--- src/logic/mmcf_pkg.sv ---
// shared constants, register map and mode encoding of the multimode counter
package mmcf_pkg;
  // ==========================================================
  // widths
  localparam int CNT_W = 6;
  localparam int ADDR_W = 8;
  localparam int DATA_W = 32;
  // ==========================================================
  // register offsets
  localparam logic [ADDR_W-1:0] OFS_CTRL = 8'h00;
  localparam logic [ADDR_W-1:0] OFS_PRESET = 8'h04;
  localparam logic [ADDR_W-1:0] OFS_COUNT = 8'h08;
  localparam logic [ADDR_W-1:0] OFS_STORE = 8'h0C;
  localparam logic [ADDR_W-1:0] OFS_CMD = 8'h10;
  // ==========================================================
  // field positions
  localparam int CTRL_MODE_LSB = 0;
  localparam int CTRL_MODE_W = 4;
  localparam int CTRL_DIR_BIT = 4;
  localparam int CTRL_EN_BIT = 5;
  localparam int CMD_LOAD_BIT = 0;
  localparam int CMD_STORE_BIT = 1;
  localparam int CMD_CLEAR_BIT = 2;
  // ==========================================================
  // values after reset
  localparam logic [CTRL_MODE_W-1:0] MODE_RESET = 4'h0;
  localparam logic DIR_RESET = 1'b1;
  localparam logic EN_RESET = 1'b1;
  localparam logic [CNT_W-1:0] CNT_RESET = 6'h00;
  localparam logic [CNT_W-1:0] PRESET_RESET = 6'h00;
  localparam logic [DATA_W-1:0] RDATA_RESET = 32'h0000_0000;
  // ==========================================================
  // terminal counts and ring lengths
  localparam logic [3:0] DEC_LAST = 4'h9;
  localparam logic [2:0] QUIN_LAST = 3'h4;
  localparam logic [3:0] BIN16_LAST = 4'hF;
  localparam logic [4:0] BIN32_LAST = 5'h1F;
  localparam int RING5_LEN = 5;
  localparam int RING6_LEN = 6;
  localparam int TWIST3_LEN = 3;
  localparam int TWIST4_LEN = 4;
  localparam int TWIST5_LEN = 5;
  // ==========================================================
  // counting modes
  typedef enum logic [CTRL_MODE_W-1:0] {
    MODE_DEC8421,
    MODE_BIQUIN,
    MODE_DEC1242,
    MODE_BIN16,
    MODE_BIN32,
    MODE_UPDOWN,
    MODE_RING5,
    MODE_RING6,
    MODE_TWIST3,
    MODE_TWIST4,
    MODE_TWIST5
  } mmcf_mode_type;
endpackage

--- src/logic/mmcf_if.sv ---
// signals between the counter core, the shift sequencer and the storage register
`timescale 1ns/1ns
interface mmcf_if;
  import mmcf_pkg::*;
  logic [CNT_W-1:0] cnt;
  logic [CTRL_MODE_W-1:0] mode;
  logic [CNT_W-1:0] shift_next;
  logic capture;
  logic clear;
  logic [CNT_W-1:0] stored;
  modport core (output cnt, output mode, output capture, output clear,
                input shift_next, input stored);
  modport seq (input cnt, input mode, output shift_next);
  modport store (input cnt, input capture, input clear, output stored);
endinterface

--- src/logic/mmcf_seq.sv ---
// next state of the ring and twisted-ring counting modes
`timescale 1ns/1ns
module mmcf_seq
  import mmcf_pkg::*;
(
  mmcf_if.seq bus
);
  // ==========================================================
  // shift step
  function automatic logic [CNT_W-1:0] shift_step(input logic [CNT_W-1:0] q,
                                                  input int len,
                                                  input logic twist);
    logic [CNT_W-1:0] r;
    logic all_zero;
    r = '0;
    all_zero = 1'b1;
    for (int i = 1; i < CNT_W; i++) begin
      if (i < len) begin
        r[i] = q[i-1];
      end
    end
    for (int i = 0; i < CNT_W - 1; i++) begin
      if (i < len - 1) begin
        all_zero = all_zero & ~q[i];
      end
    end
    if (twist) begin
      // last, next-to-last and first stages steer the first; escapes 010/101 style loops
      r[0] = ~q[len-1] & (q[0] | ~q[len-2]);
    end else begin
      // zeros enter until the feedback stages are clear, then a single one
      r[0] = all_zero;
    end
    return r;
  endfunction

  always_comb begin
    case (mmcf_mode_type'(bus.mode))
      MODE_RING5: bus.shift_next = shift_step(bus.cnt, RING5_LEN, 1'b0);
      MODE_RING6: bus.shift_next = shift_step(bus.cnt, RING6_LEN, 1'b0);
      MODE_TWIST3: bus.shift_next = shift_step(bus.cnt, TWIST3_LEN, 1'b1);
      MODE_TWIST4: bus.shift_next = shift_step(bus.cnt, TWIST4_LEN, 1'b1);
      MODE_TWIST5: bus.shift_next = shift_step(bus.cnt, TWIST5_LEN, 1'b1);
      default: bus.shift_next = bus.cnt;
    endcase
  end
endmodule

--- src/logic/mmcf_store.sv ---
// count-and-store holding register
`timescale 1ns/1ns
module mmcf_store
  import mmcf_pkg::*;
(
  input wire logic pclk,
  input wire logic presetn,
  mmcf_if.store bus
);
  typedef struct packed {
    logic [CNT_W-1:0] stored;
  } mmcf_store_state_type;

  mmcf_store_state_type state;
  mmcf_store_state_type next_state;

  always_comb begin
    next_state = state;
    if (bus.clear) begin
      next_state.stored = CNT_RESET;
    end else if (bus.capture) begin
      // parallel copy; the counter itself is never held for it
      next_state.stored = bus.cnt;
    end
  end

  always_ff @(posedge pclk or negedge presetn) begin
    if (!presetn) begin
      state <= '0;
    end else begin
      state <= next_state;
    end
  end

  assign bus.stored = state.stored;
endmodule

--- src/logic/mmcf_top.sv ---
// multimode counter with strobed preset, count-and-store and an apb register port
`timescale 1ns/1ns
module mmcf_top
  import mmcf_pkg::*;
(
  input wire logic pclk,
  input wire logic presetn,
  input wire logic psel,
  input wire logic penable,
  input wire logic pwrite,
  input wire logic [ADDR_W-1:0] paddr,
  input wire logic [DATA_W-1:0] pwdata,
  output logic [DATA_W-1:0] prdata,
  output logic pready,
  output logic pslverr,
  input wire logic count_in,
  input wire logic strobe_in,
  input wire logic store_in,
  output logic [CNT_W-1:0] count_out,
  output logic [CNT_W-1:0] stored_out,
  output logic carry_out
);
  // ==========================================================
  // state
  typedef struct packed {
    logic count_meta;
    logic count_sync;
    logic count_prev;
    logic strobe_meta;
    logic strobe_sync;
    logic store_meta;
    logic store_sync;
    logic store_prev;
    logic [CTRL_MODE_W-1:0] mode;
    logic dir;
    logic enable;
    logic [CNT_W-1:0] preset;
    logic [CNT_W-1:0] cnt;
    logic carry;
    logic capture;
    logic clear;
    logic [CNT_W-1:0] stored;
    logic pready;
    logic pslverr;
    logic [DATA_W-1:0] prdata;
  } mmcf_core_state_type;

  typedef struct packed {
    logic wrap;
    logic [CNT_W-1:0] value;
  } mmcf_step_type;

  mmcf_core_state_type state;
  mmcf_core_state_type next_state;
  mmcf_if link ();

  // ==========================================================
  // submodules
  mmcf_seq u_seq (
    .bus (link.seq)
  );

  mmcf_store u_store (
    .pclk (pclk),
    .presetn (presetn),
    .bus (link.store)
  );

  assign link.cnt = state.cnt;
  assign link.mode = state.mode;
  assign link.capture = state.capture;
  assign link.clear = state.clear;

  // ==========================================================
  // decode helpers
  function automatic logic reg_hit(input logic [ADDR_W-1:0] addr);
    logic hit;
    hit = 1'b0;
    if (addr == OFS_CTRL) begin
      hit = 1'b1;
    end else if (addr == OFS_PRESET) begin
      hit = 1'b1;
    end else if (addr == OFS_COUNT) begin
      hit = 1'b1;
    end else if (addr == OFS_STORE) begin
      hit = 1'b1;
    end else if (addr == OFS_CMD) begin
      hit = 1'b1;
    end
    return hit;
  endfunction

  // stages that take part in the selected mode; loads are cut to this width
  function automatic logic [CNT_W-1:0] mode_mask(input logic [CTRL_MODE_W-1:0] m);
    logic [CNT_W-1:0] r;
    r = 6'h0F;
    case (mmcf_mode_type'(m))
      MODE_BIN32: r = 6'h1F;
      MODE_UPDOWN: r = 6'h1F;
      MODE_RING5: r = 6'h1F;
      MODE_RING6: r = 6'h3F;
      MODE_TWIST3: r = 6'h07;
      MODE_TWIST4: r = 6'h0F;
      MODE_TWIST5: r = 6'h1F;
      default: r = 6'h0F;
    endcase
    return r;
  endfunction

  // 1-2-4-2 code: bit3 weight 2, bit2 weight 4, bit1 weight 2, bit0 weight 1
  function automatic logic [3:0] step_1242(input logic [3:0] q);
    logic [3:0] r;
    r = 4'h0;
    case (q)
      4'h0: r = 4'h1;
      4'h1: r = 4'h2;
      4'h2: r = 4'h3;
      4'h3: r = 4'h4;
      4'h4: r = 4'h5;
      4'h5: r = 4'h6;
      4'h6: r = 4'h7;
      4'h7: r = 4'hE;
      4'hE: r = 4'hF;
      default: r = 4'h0;
    endcase
    return r;
  endfunction

  // one count step of the arithmetic modes; the shift modes come from the sequencer
  function automatic mmcf_step_type count_step(input logic [CTRL_MODE_W-1:0] m,
                                               input logic [CNT_W-1:0] q,
                                               input logic up,
                                               input logic [CNT_W-1:0] shifted);
    mmcf_step_type r;
    r.wrap = 1'b0;
    r.value = q;
    case (mmcf_mode_type'(m))
      MODE_DEC8421: begin
        r.wrap = (q[3:0] >= DEC_LAST);
        r.value = r.wrap ? CNT_RESET : {2'b00, q[3:0] + 4'h1};
      end
      MODE_BIQUIN: begin
        // bits 3:1 hold the divide-by-five, bit 0 toggles on its wrap
        if (q[3:1] >= QUIN_LAST) begin
          r.wrap = q[0];
          r.value = {2'b00, 3'h0, ~q[0]};
        end else begin
          r.value = {2'b00, q[3:1] + 3'h1, q[0]};
        end
      end
      MODE_DEC1242: begin
        r.value = {2'b00, step_1242(q[3:0])};
        r.wrap = (r.value == CNT_RESET);
      end
      MODE_BIN16: begin
        r.wrap = (q[3:0] == BIN16_LAST);
        r.value = {2'b00, q[3:0] + 4'h1};
      end
      MODE_BIN32: begin
        r.wrap = (q[4:0] == BIN32_LAST);
        r.value = {1'b0, q[4:0] + 5'h01};
      end
      MODE_UPDOWN: begin
        // next value always derives from the settled count, so a turn-around
        // between two steps cannot leave a half-updated value
        if (up) begin
          r.wrap = (q[4:0] == BIN32_LAST);
          r.value = {1'b0, q[4:0] + 5'h01};
        end else begin
          r.wrap = (q[4:0] == 5'h00);
          r.value = {1'b0, q[4:0] - 5'h01};
        end
      end
      MODE_RING5, MODE_RING6: begin
        r.value = shifted;
        r.wrap = (shifted == 6'h01);
      end
      MODE_TWIST3, MODE_TWIST4, MODE_TWIST5: begin
        r.value = shifted;
        r.wrap = (shifted == CNT_RESET);
      end
      default: begin
        r.wrap = 1'b0;
        r.value = q;
      end
    endcase
    return r;
  endfunction

  // ==========================================================
  // next state
  always_comb begin
    logic tick;
    logic store_edge;
    logic wr_go;
    logic rd_setup;
    logic cmd_load;
    logic cmd_store;
    logic cmd_clear;
    mmcf_step_type step;
    tick = 1'b0;
    store_edge = 1'b0;
    wr_go = 1'b0;
    rd_setup = 1'b0;
    cmd_load = 1'b0;
    cmd_store = 1'b0;
    cmd_clear = 1'b0;
    step = '0;
    next_state = state;
    next_state.pready = 1'b0;
    next_state.pslverr = 1'b0;
    next_state.carry = 1'b0;
    next_state.capture = 1'b0;
    next_state.clear = 1'b0;

    // pin synchronisers: the first stage is never looked at
    next_state.count_meta = count_in;
    next_state.count_sync = state.count_meta;
    next_state.count_prev = state.count_sync;
    next_state.strobe_meta = strobe_in;
    next_state.strobe_sync = state.strobe_meta;
    next_state.store_meta = store_in;
    next_state.store_sync = state.store_meta;
    next_state.store_prev = state.store_sync;

    // count enable exists only at the rising edge of the count input;
    // a low count input keeps every stage disabled, whatever the direction
    tick = state.count_sync & ~state.count_prev & state.enable;
    store_edge = state.store_sync & ~state.store_prev;

    // ========================================================
    // apb slave: zero wait states, answer in the first access cycle
    rd_setup = psel & ~penable;
    wr_go = psel & penable & state.pready & pwrite;
    if (rd_setup) begin
      next_state.pready = 1'b1;
      next_state.pslverr = ~reg_hit(paddr);
      next_state.prdata = RDATA_RESET;
      if (!pwrite) begin
        if (paddr == OFS_CTRL) begin
          next_state.prdata[CTRL_MODE_LSB +: CTRL_MODE_W] = state.mode;
          next_state.prdata[CTRL_DIR_BIT] = state.dir;
          next_state.prdata[CTRL_EN_BIT] = state.enable;
        end else if (paddr == OFS_PRESET) begin
          next_state.prdata[CNT_W-1:0] = state.preset;
        end else if (paddr == OFS_COUNT) begin
          next_state.prdata[CNT_W-1:0] = state.cnt;
        end else if (paddr == OFS_STORE) begin
          next_state.prdata[CNT_W-1:0] = link.stored;
        end
      end
    end
    if (wr_go) begin
      if (paddr == OFS_CTRL) begin
        // takes hold at this edge, so the next count step uses it
        next_state.mode = pwdata[CTRL_MODE_LSB +: CTRL_MODE_W];
        next_state.dir = pwdata[CTRL_DIR_BIT];
        next_state.enable = pwdata[CTRL_EN_BIT];
      end else if (paddr == OFS_PRESET) begin
        next_state.preset = pwdata[CNT_W-1:0];
      end else if (paddr == OFS_CMD) begin
        cmd_load = pwdata[CMD_LOAD_BIT];
        cmd_store = pwdata[CMD_STORE_BIT];
        cmd_clear = pwdata[CMD_CLEAR_BIT];
      end
    end

    // ========================================================
    // counter stages: clear, then strobed preset, then counting
    step = count_step(state.mode, state.cnt, state.dir, link.shift_next);
    if (cmd_clear) begin
      next_state.cnt = CNT_RESET;
      next_state.clear = 1'b1;
    end else if (state.strobe_sync || cmd_load) begin
      // any state may be entered; unused codes are left by the mode's own logic
      next_state.cnt = state.preset & mode_mask(state.mode);
    end else if (tick) begin
      // a preset start runs out to the wrap, then the full modulus follows
      next_state.cnt = step.value & mode_mask(state.mode);
      next_state.carry = step.wrap;
    end

    // ========================================================
    // count and store: copy the running count without stalling it
    if (!cmd_clear && (store_edge || cmd_store)) begin
      next_state.capture = 1'b1;
    end
    next_state.stored = link.stored;
  end

  // ==========================================================
  // registers
  always_ff @(posedge pclk or negedge presetn) begin
    if (!presetn) begin
      state <= '0;
      state.mode <= MODE_RESET;
      state.dir <= DIR_RESET;
      state.enable <= EN_RESET;
      state.preset <= PRESET_RESET;
      state.cnt <= CNT_RESET;
      state.prdata <= RDATA_RESET;
    end else begin
      state <= next_state;
    end
  end

  // ==========================================================
  // outputs, each from a flip-flop
  assign prdata = state.prdata;
  assign pready = state.pready;
  assign pslverr = state.pslverr;
  assign count_out = state.cnt;
  // stored is a copy of the storage register, one cycle behind it
  assign stored_out = state.stored;
  assign carry_out = state.carry;
endmodule

--- config.mk ---
export PLATFORM = sky130hd
export DESIGN_NAME = mmcf_top
export DESIGN_NICKNAME = d
export VERILOG_FILES = /design/src/logic/mmcf_pkg.sv /design/src/logic/mmcf_if.sv /design/src/logic/mmcf_seq.sv /design/src/logic/mmcf_store.sv /design/src/logic/mmcf_top.sv
export SDC_FILE = /design/constraint.sdc
export NUM_CORES = 1
export LEC_CHECK = 0
export ABC_AREA = 1
export BUFFER_PORTS_ARGS = -buffer_cell sky130_fd_sc_hd__buf_2
export CORE_ASPECT_RATIO = 1.5
export CORE_MARGIN = 8
export CORE_UTILIZATION = 25
export CTS_BUF_LIST = sky130_fd_sc_hd__clkbuf_4 sky130_fd_sc_hd__clkbuf_8 sky130_fd_sc_hd__clkbuf_16
export DETAILED_ROUTE_END_ITERATION = 8
export PLACE_DENSITY_LB_ADDON = 0.25
export SLEW_MARGIN = 25
export SYNTH_ARGS = -nofsm -noshare
export SYNTH_HDL_FRONTEND = slang
export SYNTH_SLANG_ARGS = --single-unit
--- constraint.sdc ---
create_clock -name pclk -period 5.02 [get_ports pclk]
set_input_delay 0 -clock pclk [delete_from_list [all_inputs] [get_ports pclk]]
set_output_delay 0 -clock pclk [all_outputs]
set_load 0.05 [all_outputs]
==> results of run 1 <==
-- power breakdown --
part | total [W] | switching, W | internal [W]
Combinational | 0.000211 | 0.000162 | 0.0000486
Clock | 0.000356 | 0.000155 | 0.000201
Sequential | 0.000439 | 0.0000223 | 0.000416
Total | 0.00101 | 0.000340 | 0.000666
-- logic make-up after synthesis --
kind of cell | synth area share
AOI/OAI and AO/OA | 0.1038
xor gates and xnor gates | 0.005288
adders and majority gates | 0.03776
buffers and inverters | 0.1824
DFF | 0.3708
other | 0.001132
and+or+nand+nor | 0.2987
-- Yosys cell counts (3+ instances only) --
cell type  number  area [µm²]
buf_4          45       337.8
nor2_2          4       25.02
inv_1          56       210.2
inv_2           6       22.52
a21oi_1        10       50.05
o211ai_1        6       45.04
ha_1           10       125.1
nand3_1        37       185.2
nand2_1       112       420.4
dfrtp_1        47        1176
o21ai_0        26       130.1
clkbuf_1        3       11.26
nand4_1         7       43.79
o22ai_1         7       43.79
nor2_4          3       33.78
nor2_1         38       142.6
nand2_2         6       37.54
nor3_1          4       20.02
-- worst max-delay path by stage --
stage	from	to	slack (ns)	cells after the start
floorplan	count_out[0]	count_out[2]	3.21	10
global placement	count_out[3]	count_out[4]	2.53	10
detailed placement	count_out[3]	count_out[4]	2.55	10
CTS	count_out[3]	count_out[4]	2.55	10
global route	count_out[3]	count_out[4]	2.30	10
finish	count_out[3]	count_out[4]	2.51	10
-- routing by layer --
layer,routed length [µm],share of wire,up-vias,GRT usage
li1,-,-,1456,-
met1,3993,0.41,1361,0.1297
met2,5062,0.52,76,0.2068
met3,372,0.038,18,0.01760
met4,310,0.032,0,0.05685
met5,0,0,-,0
-- repair_timing --
action                    CTS  global route
setup buffers               0             0
hold endpoints to repair   57             0
hold buffers               10             0
-- worst max-delay path, delay by kind of cell (launching register included) --
family                   cells  cell delay (ns)
flip-flops                   1             0.75
adder cells (fa/ha/maj)      1             0.32
AND/OR/NAND/NOR              6             0.72
AO/OA/AOI/OAI                2             0.25
buffers and inverters        1             0.35
-- state kept, by name (all words and copies together), names as in the netlist --
| name | count |
|---|---|
| prdata | 6 |
| link.clear | 1 |
| link.capture | 1 |
| stored_out | 6 |
| carry_out | 1 |
| pready | 1 |
| pslverr | 1 |
| next_state | 5 |
| count_out | 6 |
| u_store.bus.stored | 6 |
| state | 11 |
| link.mode | 4 |
-- through the flow --
stage | hold WS (ns) | setup slack [ns] | instances
3_3_place_gp | 0.1081 | 2.527 | 631
2_1_floorplan | -0.2956 | 3.210 | 479
5_1_grt | 0.03431 | 2.305 | 649
4_1_cts | 0.005083 | 2.549 | 649
6_report | 0.004229 | 2.505 | 649
3_5_place_dp | 0.1097 | 2.555 | 631
-- final cells by class --
class / instances / area share
clock inverter: 2 / 0.004715
clock buffer: 6 / 0.03739
sequential: 49 / 0.3308
inverter: 63 / 0.06433
multi-input combinational: 317 / 0.4237
tap: 159 / 0.05355
timing repair buffer: 53 / 0.08555
==> results.md, run 1 <==
* Outcome: complete, no violations
* CP arrival at between 2 and 3 ns
* Crit path max fanout at 15
* Hold Crit Depth at 3
* CTS tree: built
* Seq/Total Area, Yosys at 0.3708
* NumNets Final at 547
* I/O Buffers at 42
* Max incr delay on CP at 0.75 ns
* Post-Synthesis Cell Area at about 3300 µm²
* Cell Rows at 51
* Total Neg Setup Slack at 0 ns
* Maximum VDD drop at between 0.0002 and 0.00025 V
* Starting DRT DRC Count at ~160
* Multi-input gate area at approximately 1600 µm²
* Post-synth ARST share at 1.000
* Drt total wl at about 9.7 mm
* Most frequent cell on the critical path: nand2_1
* Area of the die at roughly 17,000 µm²
* Synthesis warning total at 0
* Vias at a little under 3k
* CTS clock-pin slew for the worst setup and hold paths at approximately 0.070 ns
* Slew @ Worst Pin at roughly 0.64 ns
* Ys flop type: dfrtp_1
* Hold Path Sink: link.capture
* Initial antenna violation count at 0
* CP cell instances: inv_1, nor3_1, ha_1, o21a_1, nand2_1, nand3_1, nand2_1, nand2_1, nand3_1, o21ai_0
* Worst min path class: in2reg
* Routability Congestion at around 0.84
* Most frequent cells in the layout: nand2_1, inv_1, dfrtp_1, buf_2, nor2_1
* Worst Skew at approximately 0.0061 ns
* Final Util at 0.2868
* Number of flops mapped to enable cells by yosys at 0
* DRC Markers at 0
* # setup viols final at 0
* Core Area at about 13,000 µm²
* Period utilization at 0.5010
* WP data required at 5.18 ns
* Dpl hpwl at just under 8 mm
* DIE HEIGHT at ~160 µm
* Longest Clk Path Bufs at 2
* Commonest non-fill, non-tap cell in the layout: nand2_1
* DR pass1 iterations at 4
* Distinct cells, synth at 40
* R2r startpoint: count_out[3]
* Synthesized instance count at around 450
* Grt total ovfl at 0
* Slowest CP cell: dfrtp_1
* Placed Instance Area at around 3500 µm²
* Synth Register Bits at 49
* Final Hold Violating Endpoints at 0
* Clock buffer count from CTS at 5
* I/O Pins at 95
* Critical path type: reg2reg
* Post-CTS Resized at 0
* Max cap viols at 0
* Initial Utilization at 0.2558
* Final Cell Area at around 3700 µm²
* Root buffer cell: clkbuf_16
* Storage element area at around 1200 µm²
* Crit end category: flip-flop
* Fmax at slightly below 0.4 GHz
* Die width at between 100 and 150 µm
* FF-to-FF path depth at 10
* FF-to-FF End: count_out[4]
* DR vias/cell at 4.485
* Minimum clock period at around 2.5 ns
* CP startpoint kind: flip-flop
* Slew margin rel. at 0.5744
* Leakage at 1.944 nW
* Total power at approximately 0.0010 W
* GRT Resource Usage Total at 0.1164
* Hold Startpoint: pwdata[1]
* Largest net degree at the start of global routing at 50
* RSZ-0062 raised after global routing: no
* # diodes at 0
* # clock sinks at 49
* Post-route ant nets at 0
* H-tree levels at 2
* WL per Instance at about 15 µm
* Vias in the first global route at just over 3k
* Worst R2R Setup Slack at 2.51 ns
* Syn avg cell area at approximately 7.3 µm²
* Skew-Pair Late Insertion Delay at around 0.30 ns
* First-pass GRT wire length at ~16 mm
* Max Slew Vio Count at 0
* Fill count at 1,442
* Share of cells above drive strength 1 at 0.1633
* Area Overhead vs Synth at 12.12%
* PwrDens at 270.8 nW/µm²
No activity file was read; power rests on OpenSTA's default activity.
==> inputs of run 2 (changes only) <==
Settings changed: ABC_AREA 1 to 0.
Clock period 5.02 ns to 2.1 ns, I/O delays scaled along.
==> results.md, run 2 <==
* Area Overhead vs Synth at 23.68%
* Worst min path class: in2reg
* Final Hold Violating Endpoints at 0 (unchanged)
* Synthesized instance count at 356 (-22%)
* Max reg flops at 11 (unchanged)
* Final setup margin at -0.00009592 ns (-2.505 ns)
* Seq/Total Area, Yosys at 0.3775 (+0.006701)
* Cell type with the largest total area after synthesis: dfrtp_1
* Outcome: finished with violations
* Distinct cells, synth at 51 (+28%)
* Syn avg cell area at 9.141 µm² (+25%)
* Area contributors post-synth: dfrtp_1, buf_4, mux2i_1, ha_1, a21oi_1
* Starting DRT DRC Count at 118 (-25%)
* Fill count at 1,335 (-7.4%)
* DR pass1 iterations at 4 (unchanged)
* First-pass GRT wire length at 15.73 mm (+1.1%)
* Initial Utilization at 0.2537 (-0.002040)
* WP data required at 2.26 ns (-2.92 ns)
* I/O Buffers at 42 (unchanged)
* Slew margin rel. at 0.5856 (+0.01124)
* DRC Markers at 0 (unchanged)
* Max Slew Vio Count at 0 (unchanged)
* Dpl hpwl at 8.017 mm (+2.4%)
* Max cap viols at 0 (unchanged)
* DIE HEIGHT at 155.7 µm (-0.80%)
* Largest net degree at the start of global routing at 27 (-46%)
* Commonest non-fill, non-tap cell in the layout: dfrtp_1
* Post-synth ARST share at 1.000 (unchanged)
* Leakage at 1.935 nW (-0.44%)
* Worst Skew at 0.009583 ns (+0.003438 ns)
* I/O Pins at 95 (unchanged)
* Grt total ovfl at 0 (unchanged)
* Hold_ws at 0.006097 ns (+0.001867 ns)
* CTS tree: built
* Fmax at 0.4762 GHz (+20%)
* Total power at 0.002325 W (+130%)
* Crit path max fanout at 3 (-12)
* Top cells by count, synth: dfrtp_1, buf_4, nand2_1
* Skew-Pair Late Insertion Delay at 0.30 ns (about the same)
* CP arrival at 2.26 ns (-0.42 ns)
* Post-Synthesis Cell Area at 3254 µm² (-1.8%)
* PwrDens at 577.6 nW/µm² (+110%)
* Area of the die at 17,000 µm² (-1.6%)
* Post-route ant nets at 0 (unchanged)
* Clock buffer count from CTS at 5 (unchanged)
* Top cell type's share of synthesized area at 0.3614 (+0.006415)
* Core Area at 12,830 µm² (-0.99%)
* Share of cells above drive strength 1 at 0.3070 (+0.1437)
* Critical path type: reg2reg
* NumNets Final at 474 (-13%)
* Most flops, register: state
* WL per Instance at 17.47 µm (+16%)
* Vias at 2,784 (-4.4%)
* Root buffer cell: clkbuf_16
* # diodes at 0 (unchanged)
* Routability Congestion at 0.8459 (+0.55%)
* Synthesis warning total at 0 (unchanged)
* Longest Clk Path Bufs at 2 (unchanged)
* Failing checks: negative setup slack
* RSZ-0062 raised after global routing: yes
* GRT Resource Usage Total at 0.1187 (+0.002276)
* Slew @ Worst Pin at 0.6216 ns (-0.01687 ns)
* Crit end category: flip-flop
* CP startpoint kind: flip-flop
* Maximum VDD drop at 0.0005158 V (+160%)
* Ys flop type: dfrtp_1
* DR vias/cell at 4.833 (+7.8%)
* Vias in the first global route at 2,851 (-5.9%)
* Most numerous cell in the Yosys netlist: dfrtp_1
* Synth Register Bits at 49 (unchanged)
* CTS clock-pin slew for the worst setup and hold paths at 0.07 ns (about the same)
* Minimum clock period at 2.100 ns (-0.4148 ns)
* Period utilization at 1.000 (+0.4991)
* Initial antenna violation count at 0 (unchanged)
* Die width at 109.2 µm (-0.76%)
* Most frequent cells in the layout: dfrtp_1, buf_2, buf_4, nand2_1
* H-tree levels at 2 (unchanged)
* # clock sinks at 49 (unchanged)
* Number of flops mapped to enable cells by yosys at 0 (unchanged)
* # setup viols final at 1 (+1)
* Cell Rows at 51 (unchanged)
* Drt total wl at 10.06 mm (+3.3%)
[run 2: cell types whose count changed after synthesis, moves of 8 or more]
cell / delta
nand2_1: -80
inv_1: -48
nand3_1: -25
mux2i_1: +15
a21oi_1: +14
o21ai_0: -13
clkbuf_1: +11
nor2_1: -11
nand2b_1: +8
[run 2: cells by family (layout without fill, tap and decap cells)]
| family | after synthesis | in the layout | synth area share |
|---|---|---|---|
| adder cells (fa/ha/maj) | 10 | 10 | 0.03845 |
| buffers and inverters | 74 | 110 | 0.1407 |
| other | 1 | 26 | 0.001152 |
| multiplexers | 28 | 28 | 0.1015 |
| AO/OA/AOI/OAI | 74 | 74 | 0.1465 |
| flip-flops | 49 | 49 | 0.3775 |
| XOR/XNOR | 4 | 4 | 0.01077 |
| AND/OR/NAND/NOR | 116 | 116 | 0.1834 |
[run 2: path summary, 6_finish.rpt]
check	start	endpoint	slack [ns]	cells after the start
max	count_out[1]	count_out[4]	-0.0001	10
min	pwdata[2]	state[51]	0.006	2
max reg2reg	count_out[1]	count_out[4]	-0.0001	10
min reg2reg	next_state[64]	state[64]	0.35	0
max in group asynchronous	presetn	state[55]	1.19	3
min in group asynchronous	presetn	prdata[1]	0.26	2
[run 2: cell type report]
type | instances | area [µm²] | area share
Sequential cell | 49 | 1231 | 0.3059
Multi-Input combinational cell | 258 | 1728 | 0.4293
Timing Repair Buffer | 93 | 640.6 | 0.1592
Clock inverter | 3 | 65.06 | 0.01616
Inverter | 9 | 36.28 | 0.009015
Tap cell | 159 | 198.9 | 0.04942
Clock buffer | 5 | 125.1 | 0.03108
[run 2: timing repair]
| item | in CTS | in global routing |
|---|---|---|
| resized for setup | 4 | 11 |
| endpoints found under the setup margin | 4 | 6 |
| hold endpoints to repair | 35 | 0 |
| hold buffers | 9 | 0 |
| setup buffers | 1 | 4 |
| pin swaps | 1 | 6 |
[run 2: layer usage]
metal | GRT usage | vias up | wire length (µm)
li1 | - | 1316 | -
met1 | 0.1272 | 1365 | 3829
met3 | 0.01447 | 15 | 392
met4 | 0.06221 | 0 | 272
met2 | 0.2175 | 88 | 5569
met5 | 0 | - | 0
[run 2: critical path: stages, from the launching register on]
cell and delay, ns:
dfrtp_1 0.38, buf_4 0.13, ha_1 0.15, inv_1 0.06, nor3_1 0.17, ha_1 0.31
a21o_1 0.17, a22oi_1 0.24, o21ai_1 0.14, nand4_1 0.11, a31oi_1 0.11
[run 2: per-stage QoR]
step	cells	instance area (µm²)	setup slack, ns	TNS [ns]	util
after floorplan	381	3373	0.03223	0	-
after global placement	554	3651	-0.08780	-0.1515	0.2847
after detailed placement	554	3651	-0.1170	-0.1772	0.2847
after CTS	572	3954	0.01871	0	0.3083
after global routing	576	4025	-0.09488	-0.1507	0.3138
final	576	4025	-0.00009592	-0.00009592	0.3138
[run 2: power breakdown]
part | leakage, nW | switching, W | internal (W) | total (W)
clock | 0.0938 | 0.000358 | 0.000680 | 0.00104
combinational | 1.19 | 0.000228 | 0.0000792 | 0.000307
sequential | 0.648 | 0.0000151 | 0.000964 | 0.000979
